**config.mk**
```make
export PLATFORM = sky130hd
export DESIGN_NAME = msh_ctrl
export DESIGN_NICKNAME = d
export VERILOG_FILES = /design/src/msh_pkg.sv /design/src/msh_ctrl.sv
export SDC_FILE = /design/constraint.sdc
export NUM_CORES = 1
export LEC_CHECK = 0
export BUFFER_PORTS_ARGS = -buffer_cell sky130_fd_sc_hd__buf_2
export CAP_MARGIN = 0
export CORE_MARGIN = 2
export CORE_UTILIZATION = 40
export CTS_CLUSTER_SIZE = 20
export DETAILED_ROUTE_END_ITERATION = 8
export PLACE_DENSITY_LB_ADDON = 0.3
export SYNTH_ARGS = -nofsm -noshare
export SYNTH_HDL_FRONTEND = slang
export SYNTH_SLANG_ARGS = --single-unit
```
**constraint.sdc**
```tcl
create_clock -name core_clk -period 10.9 [get_ports core_clk]
set_input_delay 1.09 -clock core_clk [delete_from_list [all_inputs] [get_ports core_clk]]
set_output_delay 1.09 -clock core_clk [all_outputs]
set_load 0.02 [all_outputs]
```
**src/msh_pkg.sv**
```systemverilog
// package: constants and carriers for the motion sequence and homing control
package msh_pkg;

  // =====================================================
  // widths
  localparam int POS_W = 32;
  localparam int METHOD_W = 4;
  localparam int EDGE_W = 3;

  // =====================================================
  // homing method codes (lowest digit of the method setting)
  localparam logic [METHOD_W-1:0] METHOD_HERE = 4'h0;
  localparam logic [METHOD_W-1:0] METHOD_NEG_LIMIT = 4'h1;
  localparam logic [METHOD_W-1:0] METHOD_POS_LIMIT = 4'h2;
  localparam logic [METHOD_W-1:0] METHOD_HOME_POS_A = 4'h3;
  localparam logic [METHOD_W-1:0] METHOD_HOME_NEG_A = 4'h4;
  localparam logic [METHOD_W-1:0] METHOD_HOME_POS_B = 4'h5;
  localparam logic [METHOD_W-1:0] METHOD_HOME_NEG_B = 4'h6;

  // =====================================================
  // step change edge settings
  localparam logic [EDGE_W-1:0] STEP_RISE = 3'h0;
  localparam logic [EDGE_W-1:0] STEP_FALL = 3'h1;
  localparam logic [EDGE_W-1:0] STEP_BOTH = 3'h2;
  localparam logic [EDGE_W-1:0] STEP_HIGH = 3'h3;
  localparam logic [EDGE_W-1:0] STEP_LOW = 3'h4;

  // =====================================================
  // reset values
  localparam logic [POS_W-1:0] ZERO_RESET = 32'h0000_0000;
  localparam logic DIR_POS = 1'b1;
  localparam logic DIR_NEG = 1'b0;

  // =====================================================
  // homing states
  typedef enum logic [2:0] {
    HS_IDLE = 3'b001,
    HS_SEARCH = 3'b010,
    HS_INDEX = 3'b100
  } msh_home_state_t;

  // =====================================================
  // carriers
  typedef struct packed {
    logic seqRun;
    logic stepIn;
    logic homeSwitch;
    logic homeTrigger;
    logic limitPos;
    logic limitNeg;
    logic encIndex;
    logic alarmClear;
  } msh_in_t;

  typedef struct packed {
    logic [METHOD_W-1:0] homeMethod;
    logic [EDGE_W-1:0] stepEdge;
  } msh_cfg_t;

  typedef struct packed {
    logic motionEnable;
    logic restartLoad;
    logic stepAdvance;
    logic homingBusy;
    logic searchMove;
    logic searchDir;
    logic homeDone;
    logic [POS_W-1:0] zeroPos;
    logic [POS_W-1:0] absTarget;
  } msh_out_t;

endpackage : msh_pkg

```
**src/msh_ctrl.sv**
```systemverilog
// module: motion sequence run gating, step change and homing control
// What this block does
// - run input allows motion, dropping it pauses
// - method 0 takes present position as zero
// - homing trigger starts selected zero search
// - homing only while run input active
// - absolute targets referenced to located zero
// - step advance on rise, fall or both edges, or at high or low level
`timescale 1ns/100ps
module msh_ctrl (
  input wire logic core_clk,
  input wire logic reset_n,
  input wire msh_pkg::msh_in_t ctrlIn,
  input wire msh_pkg::msh_cfg_t cfgIn,
  input wire logic [msh_pkg::POS_W-1:0] curPos,
  input wire logic [msh_pkg::POS_W-1:0] seqTarget,
  output msh_pkg::msh_out_t ctrlOut
);
  import msh_pkg::*;

  // =====================================================
  // edge helpers
  function automatic logic rising(input logic prev, input logic cur);
    rising = cur & ~prev;
  endfunction : rising

  function automatic logic falling(input logic prev, input logic cur);
    falling = prev & ~cur;
  endfunction : falling

  // =====================================================
  // state
  msh_in_t prevIn;
  logic motionEnable;
  logic restartLoad;
  logic stepAdvance;
  msh_home_state_t homeState;
  logic homingBusy;
  logic searchMove;
  logic searchDir;
  logic homeDone;
  logic [POS_W-1:0] zeroPos;
  logic [POS_W-1:0] absTarget;

  msh_in_t next_prevIn;
  logic next_motionEnable;
  logic next_restartLoad;
  logic next_stepAdvance;
  msh_home_state_t next_homeState;
  logic next_homingBusy;
  logic next_searchMove;
  logic next_searchDir;
  logic next_homeDone;
  logic [POS_W-1:0] next_zeroPos;
  logic [POS_W-1:0] next_absTarget;

  logic homeAccept;

  logic searchHit;
  logic searchDirSel;
  logic methodValid;

  // =====================================================
  // method decode
  always_comb begin
    searchHit = 1'b0;
    searchDirSel = DIR_POS;
    methodValid = 1'b1;
    unique case (cfgIn.homeMethod)
      METHOD_HERE: begin
        searchHit = 1'b1;
      end
      METHOD_NEG_LIMIT: begin
        searchHit = ctrlIn.limitNeg;
        searchDirSel = DIR_NEG;
      end
      METHOD_POS_LIMIT: begin
        searchHit = ctrlIn.limitPos;
        searchDirSel = DIR_POS;
      end
      METHOD_HOME_POS_A, METHOD_HOME_POS_B: begin
        searchHit = ctrlIn.homeSwitch;
        searchDirSel = DIR_POS;
      end
      METHOD_HOME_NEG_A, METHOD_HOME_NEG_B: begin
        searchHit = ctrlIn.homeSwitch;
        searchDirSel = DIR_NEG;
      end
      default: begin
        methodValid = 1'b0;
      end
    endcase
  end

  // =====================================================
  // run gating and restart
  always_comb begin
    next_prevIn = ctrlIn;
    next_motionEnable = motionEnable;
    next_restartLoad = 1'b0;
    if (!ctrlIn.seqRun || ctrlIn.alarmClear) begin
      next_motionEnable = 1'b0;
    end else if (rising(prevIn.seqRun, ctrlIn.seqRun)) begin
      next_motionEnable = 1'b1;
      next_restartLoad = 1'b1;
    end
  end

  // run group registers
  always_ff @(posedge core_clk or negedge reset_n) begin
    if (!reset_n) begin
      prevIn <= '0;
      motionEnable <= 1'b0;
      restartLoad <= 1'b0;
    end else begin
      prevIn <= next_prevIn;
      motionEnable <= next_motionEnable;
      restartLoad <= next_restartLoad;
    end
  end

  // =====================================================
  // step change
  always_comb begin
    next_stepAdvance = 1'b0;
    if (next_motionEnable) begin
      unique case (cfgIn.stepEdge)
        STEP_RISE: next_stepAdvance = rising(prevIn.stepIn, ctrlIn.stepIn);
        STEP_FALL: next_stepAdvance = falling(prevIn.stepIn, ctrlIn.stepIn);
        STEP_BOTH: next_stepAdvance = prevIn.stepIn ^ ctrlIn.stepIn;
        STEP_HIGH: next_stepAdvance = ctrlIn.stepIn;
        STEP_LOW: next_stepAdvance = ~ctrlIn.stepIn;
        default: next_stepAdvance = 1'b0;
      endcase
    end
  end

  // step group registers
  always_ff @(posedge core_clk or negedge reset_n) begin
    if (!reset_n) begin
      stepAdvance <= 1'b0;
    end else begin
      stepAdvance <= next_stepAdvance;
    end
  end

  // =====================================================
  // homing
  always_comb begin
    next_homeState = homeState;
    next_homingBusy = homingBusy;
    next_searchMove = searchMove;
    next_searchDir = searchDir;
    next_homeDone = homeDone;
    next_zeroPos = zeroPos;
    homeAccept = rising(prevIn.homeTrigger, ctrlIn.homeTrigger) && ctrlIn.seqRun
        && methodValid;
    unique case (homeState)
      HS_IDLE: begin
        if (homeAccept) begin
          next_homeDone = 1'b0;
          if (cfgIn.homeMethod == METHOD_HERE) begin
            next_zeroPos = curPos;
            next_homeDone = 1'b1;
          end else begin
            next_homeState = HS_SEARCH;
            next_searchDir = searchDirSel;
            next_homingBusy = 1'b1;
            next_searchMove = 1'b1;
          end
        end
      end
      HS_SEARCH: begin
        if (searchHit) begin
          next_homeState = HS_INDEX;
        end
      end
      HS_INDEX: begin
        if (rising(prevIn.encIndex, ctrlIn.encIndex)) begin
          next_zeroPos = curPos;
          next_homeDone = 1'b1;
          next_homingBusy = 1'b0;
          next_searchMove = 1'b0;
          next_homeState = HS_IDLE;
        end
      end
      default: begin
        next_homeState = HS_IDLE;
        next_homingBusy = 1'b0;
        next_searchMove = 1'b0;
      end
    endcase
    // run low aborts, and wins over a latch in the same cycle
    if (!ctrlIn.seqRun && homeState != HS_IDLE) begin
      next_homeState = HS_IDLE;
      next_homingBusy = 1'b0;
      next_searchMove = 1'b0;
      next_homeDone = homeDone;
      next_zeroPos = zeroPos;
    end
    next_absTarget = POS_W'(seqTarget + next_zeroPos);
  end

  // homing group registers
  always_ff @(posedge core_clk or negedge reset_n) begin
    if (!reset_n) begin
      homeState <= HS_IDLE;
      homingBusy <= 1'b0;
      searchMove <= 1'b0;
      searchDir <= DIR_NEG;
      homeDone <= 1'b0;
      zeroPos <= ZERO_RESET;
      absTarget <= ZERO_RESET;
    end else begin
      homeState <= next_homeState;
      homingBusy <= next_homingBusy;
      searchMove <= next_searchMove;
      searchDir <= next_searchDir;
      homeDone <= next_homeDone;
      zeroPos <= next_zeroPos;
      absTarget <= next_absTarget;
    end
  end

  // =====================================================
  // outputs, all from flops
  assign ctrlOut = '{
    motionEnable: motionEnable,
    restartLoad: restartLoad,
    stepAdvance: stepAdvance,
    homingBusy: homingBusy,
    searchMove: searchMove,
    searchDir: searchDir,
    homeDone: homeDone,
    zeroPos: zeroPos,
    absTarget: absTarget
  };

endmodule : msh_ctrl

```
# Yosys cells after proc, flatten, opt, wreduce, memory -nomap -nowiden
# Cells that the tools add are included.
[op_classes] n_addsub=1 n_eq_ne=21 muxes=29 bitwise=13 reduce_logical=15
[ops] cell="$mux W32" count=4
[ops] cell="$pmux W32 S2" count=1
[ops] cell="$add A32 B32 Y32" count=1
[ops] cell="$mux W3" count=5
[ops] cell="$mux W1" count=14
[ops] cell="$eq A4 B3 Y1 const B" count=3
[ops] cell="$ne A3 B3 Y1 const B" count=4
[ops] cell="$reduce_and A4 Y1" count=3
[ops] cell="$eq A3 B2 Y1 const B" count=3
[ops] cell="$pmux W3 S3" count=1
[ops] cell="$eq A4 B2 Y1 const B" count=2
[ops] cell="$not A1 Y1" count=7
[ops] cell="$reduce_or A7 Y1" count=1
[ops] cell="$eq A3 B1 Y1 const B" count=2
[ops] cell="$eq A3 B3 Y1 const B" count=2
[ops] cell="$ne A2 B2 Y1 const B" count=3
[ops] cell="$and A1 B1 Y1" count=5
[ops] cell="$pmux W1 S5" count=1
[ops] cell="$eq A4 B1 Y1 const B" count=1
[ops] cell="$logic_not A4 Y1" count=1
[ops] cell="$pmux W1 S4" count=1
[ops] cell="$reduce_or A4 Y1" count=1
[ops] cell="$logic_and A1 B1 Y1" count=3
[ops] cell="$logic_not A3 Y1" count=1
[ops] cell="other kinds (9)" count=9
[totals] reg_bits=77 inputBits=81 out_inout_bits=71 word_cells=92

# Longest topological paths before layout
[logic_depth] depth_word=8 ltp_mapped=14 ltp_nobuf=12

# Least setup slack after synthesis
# Ideal clock, no wire load.
[synth_path] kind="input to register" from="input cfgIn[6] (netlist bit)" to="register absTarget[29]" setup_ns=0.080 t_arrival_ns=4.058 required_time_ns=10.820 path_slack_ns=6.762 cell_stages=14 n_path_buf=3 path_cell_list="and4bb_2 > and3_1 > or2_2 > clkbuf_1 > buf_2 > mux2_2 > ha_1 > buf_2 > and4_1 > nor2b_1 > o41ai_2 > or4b_1 > o21ai_2 > xnor2_1"
[synth_via] elab_chain_len=8 elab_cells_between_ends=15 classes_between="add/sub: 1; eq/ne: 6; mux: 5; reduce/logical: 3"
[synth_lines] element="start, declared" line="msh_ctrl.sv:14" rtl="input wire msh_pkg::msh_cfg_t cfgIn,"
[synth_lines] element="$eq A4 B3 Y1 (tied with other cells)" line="msh_ctrl.sv:69" rtl="unique case (cfgIn.homeMethod)"
[synth_lines] element="$reduce_or A7 Y1 (no line)"
[synth_lines] element="$mux W1" line="msh_ctrl.sv:69"
[synth_lines] element="$logic_and A1 B1 Y1" line="msh_ctrl.sv:157" rtl="&& methodValid;"
[synth_lines] element="$mux W32 *" line="msh_ctrl.sv:160" rtl="if (homeAccept) begin"
[synth_lines] element="$pmux W32 S2 *" line="msh_ctrl.sv:158" rtl="unique case (homeState)"
[synth_lines] element="$mux W32 *" line="msh_ctrl.sv:194" rtl="if (!ctrlIn.seqRun && homeState != HS_IDLE) begin"
[synth_lines] element="net next_zeroPos[23]" line="msh_ctrl.sv:54" rtl="logic [POS_W-1:0] next_zeroPos;"
[synth_lines] element="$add A32 B32 Y32 *" line="msh_ctrl.sv:201" rtl="next_absTarget = POS_W'(seqTarget + next_zeroPos);"
[synth_lines] element="net next_absTarget[29]" line="msh_ctrl.sv:55" rtl="logic [POS_W-1:0] next_absTarget;"
[synth_lines] element="end signal, assigned" line="msh_ctrl.sv:221" rtl="absTarget <= next_absTarget;"
[synth_lines] element="end, declared" line="msh_ctrl.sv:43" rtl="logic [POS_W-1:0] absTarget;"
# Mark *: on every way through the listed nets, which the timed path passes. The rest lies on a longest branch.
# A chain may end at the register's enable or synchronous reset.

# Worst setup path after layout
[layout_path] from="input cfgIn[5] (netlist bit)" to="register absTarget[28]"
# Same word-level chain as after synthesis.

==> metrics.log <==
[metrics] max-cap violation count: 0
[metrics] final critical delay including setup and external delays: 4.52 ns
[metrics] area growth from synthesis to layout: 25.2%
[metrics] antenna cell count: 0
[metrics] vias in the first global route: 3951
[metrics] number of gates resized after cts: 0
[metrics] total number of vias: 3915
[metrics] cells on worst reg2reg path: 12
[metrics] share of the yosys chip area belonging to registers: 0.424
[metrics] cell count after placement: 717
[metrics] source of the critical timing path: cfgIn[5]
[metrics] Finished Layout Cells: 733
[metrics] slack of the worst reg-to-reg path: 6.60 ns
[metrics] Post-Synthesis Mean Instance Area: 10.2 sq um
[metrics] part of the total power dissipated in the clock network: 0.237
[metrics] transition time at the pin with the least slew margin: 0.971 ns
[metrics] Starting DRT DRC Count: 155
[metrics] final hold viol count: 0
[metrics] power density over cell area: 227 nW/um^2
[metrics] worst slew margin relative to its limit: 0.353
[metrics] largest family of logic cells by synthesized area: compound AO/OA/AOI/OAI gates
[metrics] largest vdd supply drop: 0.117 mV
[metrics] worst hold-check path type: reg -> reg
[metrics] clock tree root buffer cell: sky130_fd_sc_hd__clkbuf_16
[metrics] switch share: 0.390
[metrics] ratio of cells with drive above 1 in the final layout: 0.354
[metrics] Hold Path End: restartLoad
[metrics] clk_skew: 0.00937 ns
[metrics] wire length of the first global-routing pass: 19200 microns
[metrics] CTS sink count: 77
[metrics] hold wc startpoint: prevIn[7]
[metrics] drt pass-1 iters: 4
[metrics] Top Ports: 152
[metrics] placement-stage cell area: 5380 sq um
[metrics] Starting Density: 0.414
[metrics] Core Region: 11000 sq um
[metrics] arrival time worst endpoint: 4.77 ns
[metrics] Cells on Worst Hold Path: 1
[metrics] later-pin clock latency in the skew report: 0.33 ns
[metrics] cell type of the slowest stage on the worst timing path: sky130_fd_sc_hd__or2_2
[metrics] total of flip-flops plus latches after synthesis: 77
[metrics] switching pwr: 505 uW
[metrics] cell internal power dissipation: 789 uW
[metrics] final antenna-violating net count: 0
[metrics] most common cell after layout, fill and taps aside: sky130_fd_sc_hd__buf_2
[metrics] kind of start point of the critical path: primary input
[metrics] overall die height: 111 microns
[metrics] status: completed
[metrics] mux cell area share after synthesis: 0.0862
[metrics] Tot GR Track Use: 0.193
[metrics] Leakage Power: 0.00282 uW
[metrics] count of flip-flops with a built-in enable after synthesis: 0
[metrics] adder and majority gate portion of the synthesized area: 0.0952
[metrics] hold-fix buffers at CTS: 0
[metrics] final-report max-slew violation count: 0
[metrics] most area-hungry cell type in the Yosys netlist: sky130_fd_sc_hd__dfrtp_1
[metrics] fraction of power consumed by combinational cells: 0.445
[metrics] FP Rows: 38
[metrics] Syn Inst Count: 445
[metrics] pin count of the biggest net entering global routing: 78
[metrics] Synth Area in Compound Gates: 0.165
[metrics] number of endpoints failing setup at the final stage: 0
[metrics] Routed wire per std cell: 15.8 microns
[metrics] Final GP Congestion: 0.858
[metrics] simple-gate area share of the yosys netlist: 0.143
[metrics] part of the power in registers: 0.317
[metrics] final instance area: 5690 sq um
[metrics] clock-pin slew on the worst setup and hold paths: 0.06 ns
[metrics] Yosys warning count: 0
[metrics] RR Endpoint: absTarget[28]
[metrics] H-tree depth: 3
[metrics] distinct cell type count of the synthesized netlist: 60
[metrics] total gr overflow: 0
[metrics] worst stage delay on the critical path: 0.62 ns
[metrics] vias per cell: 5.34
[metrics] die area: 12200 sq um
[metrics] antenna violations before repair: 0
[metrics] xor and xnor fraction of the mapped netlist area: 0.0520
[metrics] half-perimeter wire length of the detailed placement result: 9150 microns
[metrics] total power: 1290 uW
[metrics] Required @ worst endpoint: 11.15 ns
[metrics] CP cell instances: buf_2 -> nor3_1 -> and3_1 -> or2_2 -> mux2_2 -> ha_1 -> fa_1 -> a21oi_1 -> o21ai_0 -> a22oi_2 -> nand4_1 -> a41oi_1 -> xnor2_1
[metrics] die width: 111 microns
[metrics] drc violations: 0
[metrics] Final Cycle Share: 0.415
[metrics] Highest Clock Rate: 221 MHz
[metrics] highest fanout seen on the critical path: 32
[metrics] endpoint class of the critical path: flip-flop
[metrics] commonest non-fill, non-tap cells in the layout: 150 x sky130_fd_sc_hd__buf_2, 76 x sky130_fd_sc_hd__dfrtp_1, 37 x sky130_fd_sc_hd__a21oi_1, 33 x sky130_fd_sc_hd__ha_1, 31 x sky130_fd_sc_hd__mux2_2
[metrics] post-CTS setup buffer count: 0
[metrics] post-synthesis net count: 560
[metrics] count of input and output buffers: 151
[metrics] area fraction of the dominant cell type after synthesis: 0.418
[metrics] number of filler cells placed in the layout: 1040
[metrics] setup repair after global routing missed its margin: no
[metrics] most used flip-flop cell after synthesis: sky130_fd_sc_hd__dfrtp_1
[metrics] share of flip-flops with an asynchronous set or reset after synthesis: 1.00
[metrics] Routed WL: 11600 microns
[metrics] total negative slack for setup checks: 0 ns
[metrics] CTS tree: yes
[metrics] largest cells by area after synthesis: sky130_fd_sc_hd__dfrtp_1 42%, sky130_fd_sc_hd__ha_1 9.1%, sky130_fd_sc_hd__mux2_2 7.7%
[metrics] Post-Syn Area: 4550 sq um
[metrics] Total Nets Final: 703
[metrics] critical register-to-register path startpoint: homeState[0]
[metrics] worst-case clock buffer depth: 2
[metrics] CTS Buf Count: 9
[metrics] start-to-end type of the worst setup path: in -> reg
[registers in the layout (all words and copies together) (netlist names)]
name / cells
homeState: 3
absTarget: 32
stepAdvance: 1
motionEnable: 1
searchDir: 1
searchMove: 1
restartLoad: 1
prevIn: 4
zeroPos: 32
homeDone: 1
[synth_stat cells, types with 8 or more instances]
cell type                  number
sky130_fd_sc_hd__a21oi_1       37
sky130_fd_sc_hd__clkbuf_1       8
sky130_fd_sc_hd__dfrtp_1       76
sky130_fd_sc_hd__ha_1          33
sky130_fd_sc_hd__inv_1         14
sky130_fd_sc_hd__mux2_2        31
sky130_fd_sc_hd__nand2_1       29
sky130_fd_sc_hd__nand3_1        9
sky130_fd_sc_hd__nand4_1        9
sky130_fd_sc_hd__nor2_1        19
sky130_fd_sc_hd__nor2b_1        8
sky130_fd_sc_hd__nor3_1        12
sky130_fd_sc_hd__o21ai_0       27
sky130_fd_sc_hd__xnor2_1       18
sky130_fd_sc_hd__xor2_1         9
[critical path: cells and delay by family]
| kind | cells | cell delay [ns] |
|---|---|---|
| AOI/OAI and AO/OA | 4 | 0.98 |
| xor gates and xnor gates | 1 | 0.15 |
| adders and majority gates | 2 | 0.64 |
| buffers and inverters | 1 | 0.13 |
| muxes | 1 | 0.43 |
| and+or+nand+nor | 4 | 1.34 |
[per-stage QoR]
| stage | hold WS, ns | utilization | setup slack, ns |
|---|---|---|---|
| final | 0.422 | 0.518 | 6.38 |
| after global routing | 0.440 | 0.518 | 5.98 |
| after CTS | 0.421 | 0.518 | 6.33 |
| after detailed placement | 0.411 | 0.490 | 6.02 |
| after global placement | 0.410 | 0.490 | 6.14 |
| after floorplan | 0.403 | - | 6.76 |
[power by group through the flow]
stage	combinational, uW	clock (uW)	sequential [uW]
2_1_floorplan	291	0	520
3_3_place_gp	566	0	416
3_5_place_dp	576	0	416
4_1_cts	580	315	413
5_1_grt	629	327	421
6_report	576	307	411
[final cells by class]
cell class / instances / area [sq um] / area share
clock buffers: 13 / 270 / 0.0475
clock inverters: 3 / 42.5 / 0.00748
inverters: 14 / 52.6 / 0.00924
multi-input cells: 335 / 2460 / 0.433
flip-flops and latches: 77 / 1930 / 0.339
well taps: 140 / 175 / 0.0308
repair buffers: 151 / 758 / 0.133
[layer usage]
layer,up-vias,global-route usage,share of wire
li1,1911,-,-
met1,1859,0.250,0.44
met2,132,0.319,0.49
met3,13,0.0434,0.056
met4,0,0.0642,0.013
met5,-,0,0
[kinds of logic after synthesis]
group           Yosys count
fa+ha+maj                34
simple gates            123
xor+xnor                 27
compound gates          117
mux                      34
flops                    77
buf+inv                  33
[worst max-delay path by stage]
stage                                to
final                     absTarget[28]
after global routing      absTarget[28]
after CTS                 absTarget[28]
after detailed placement  absTarget[28]
after global placement    absTarget[28]
after floorplan           absTarget[29]
Power figures use the tool's default switching activity.
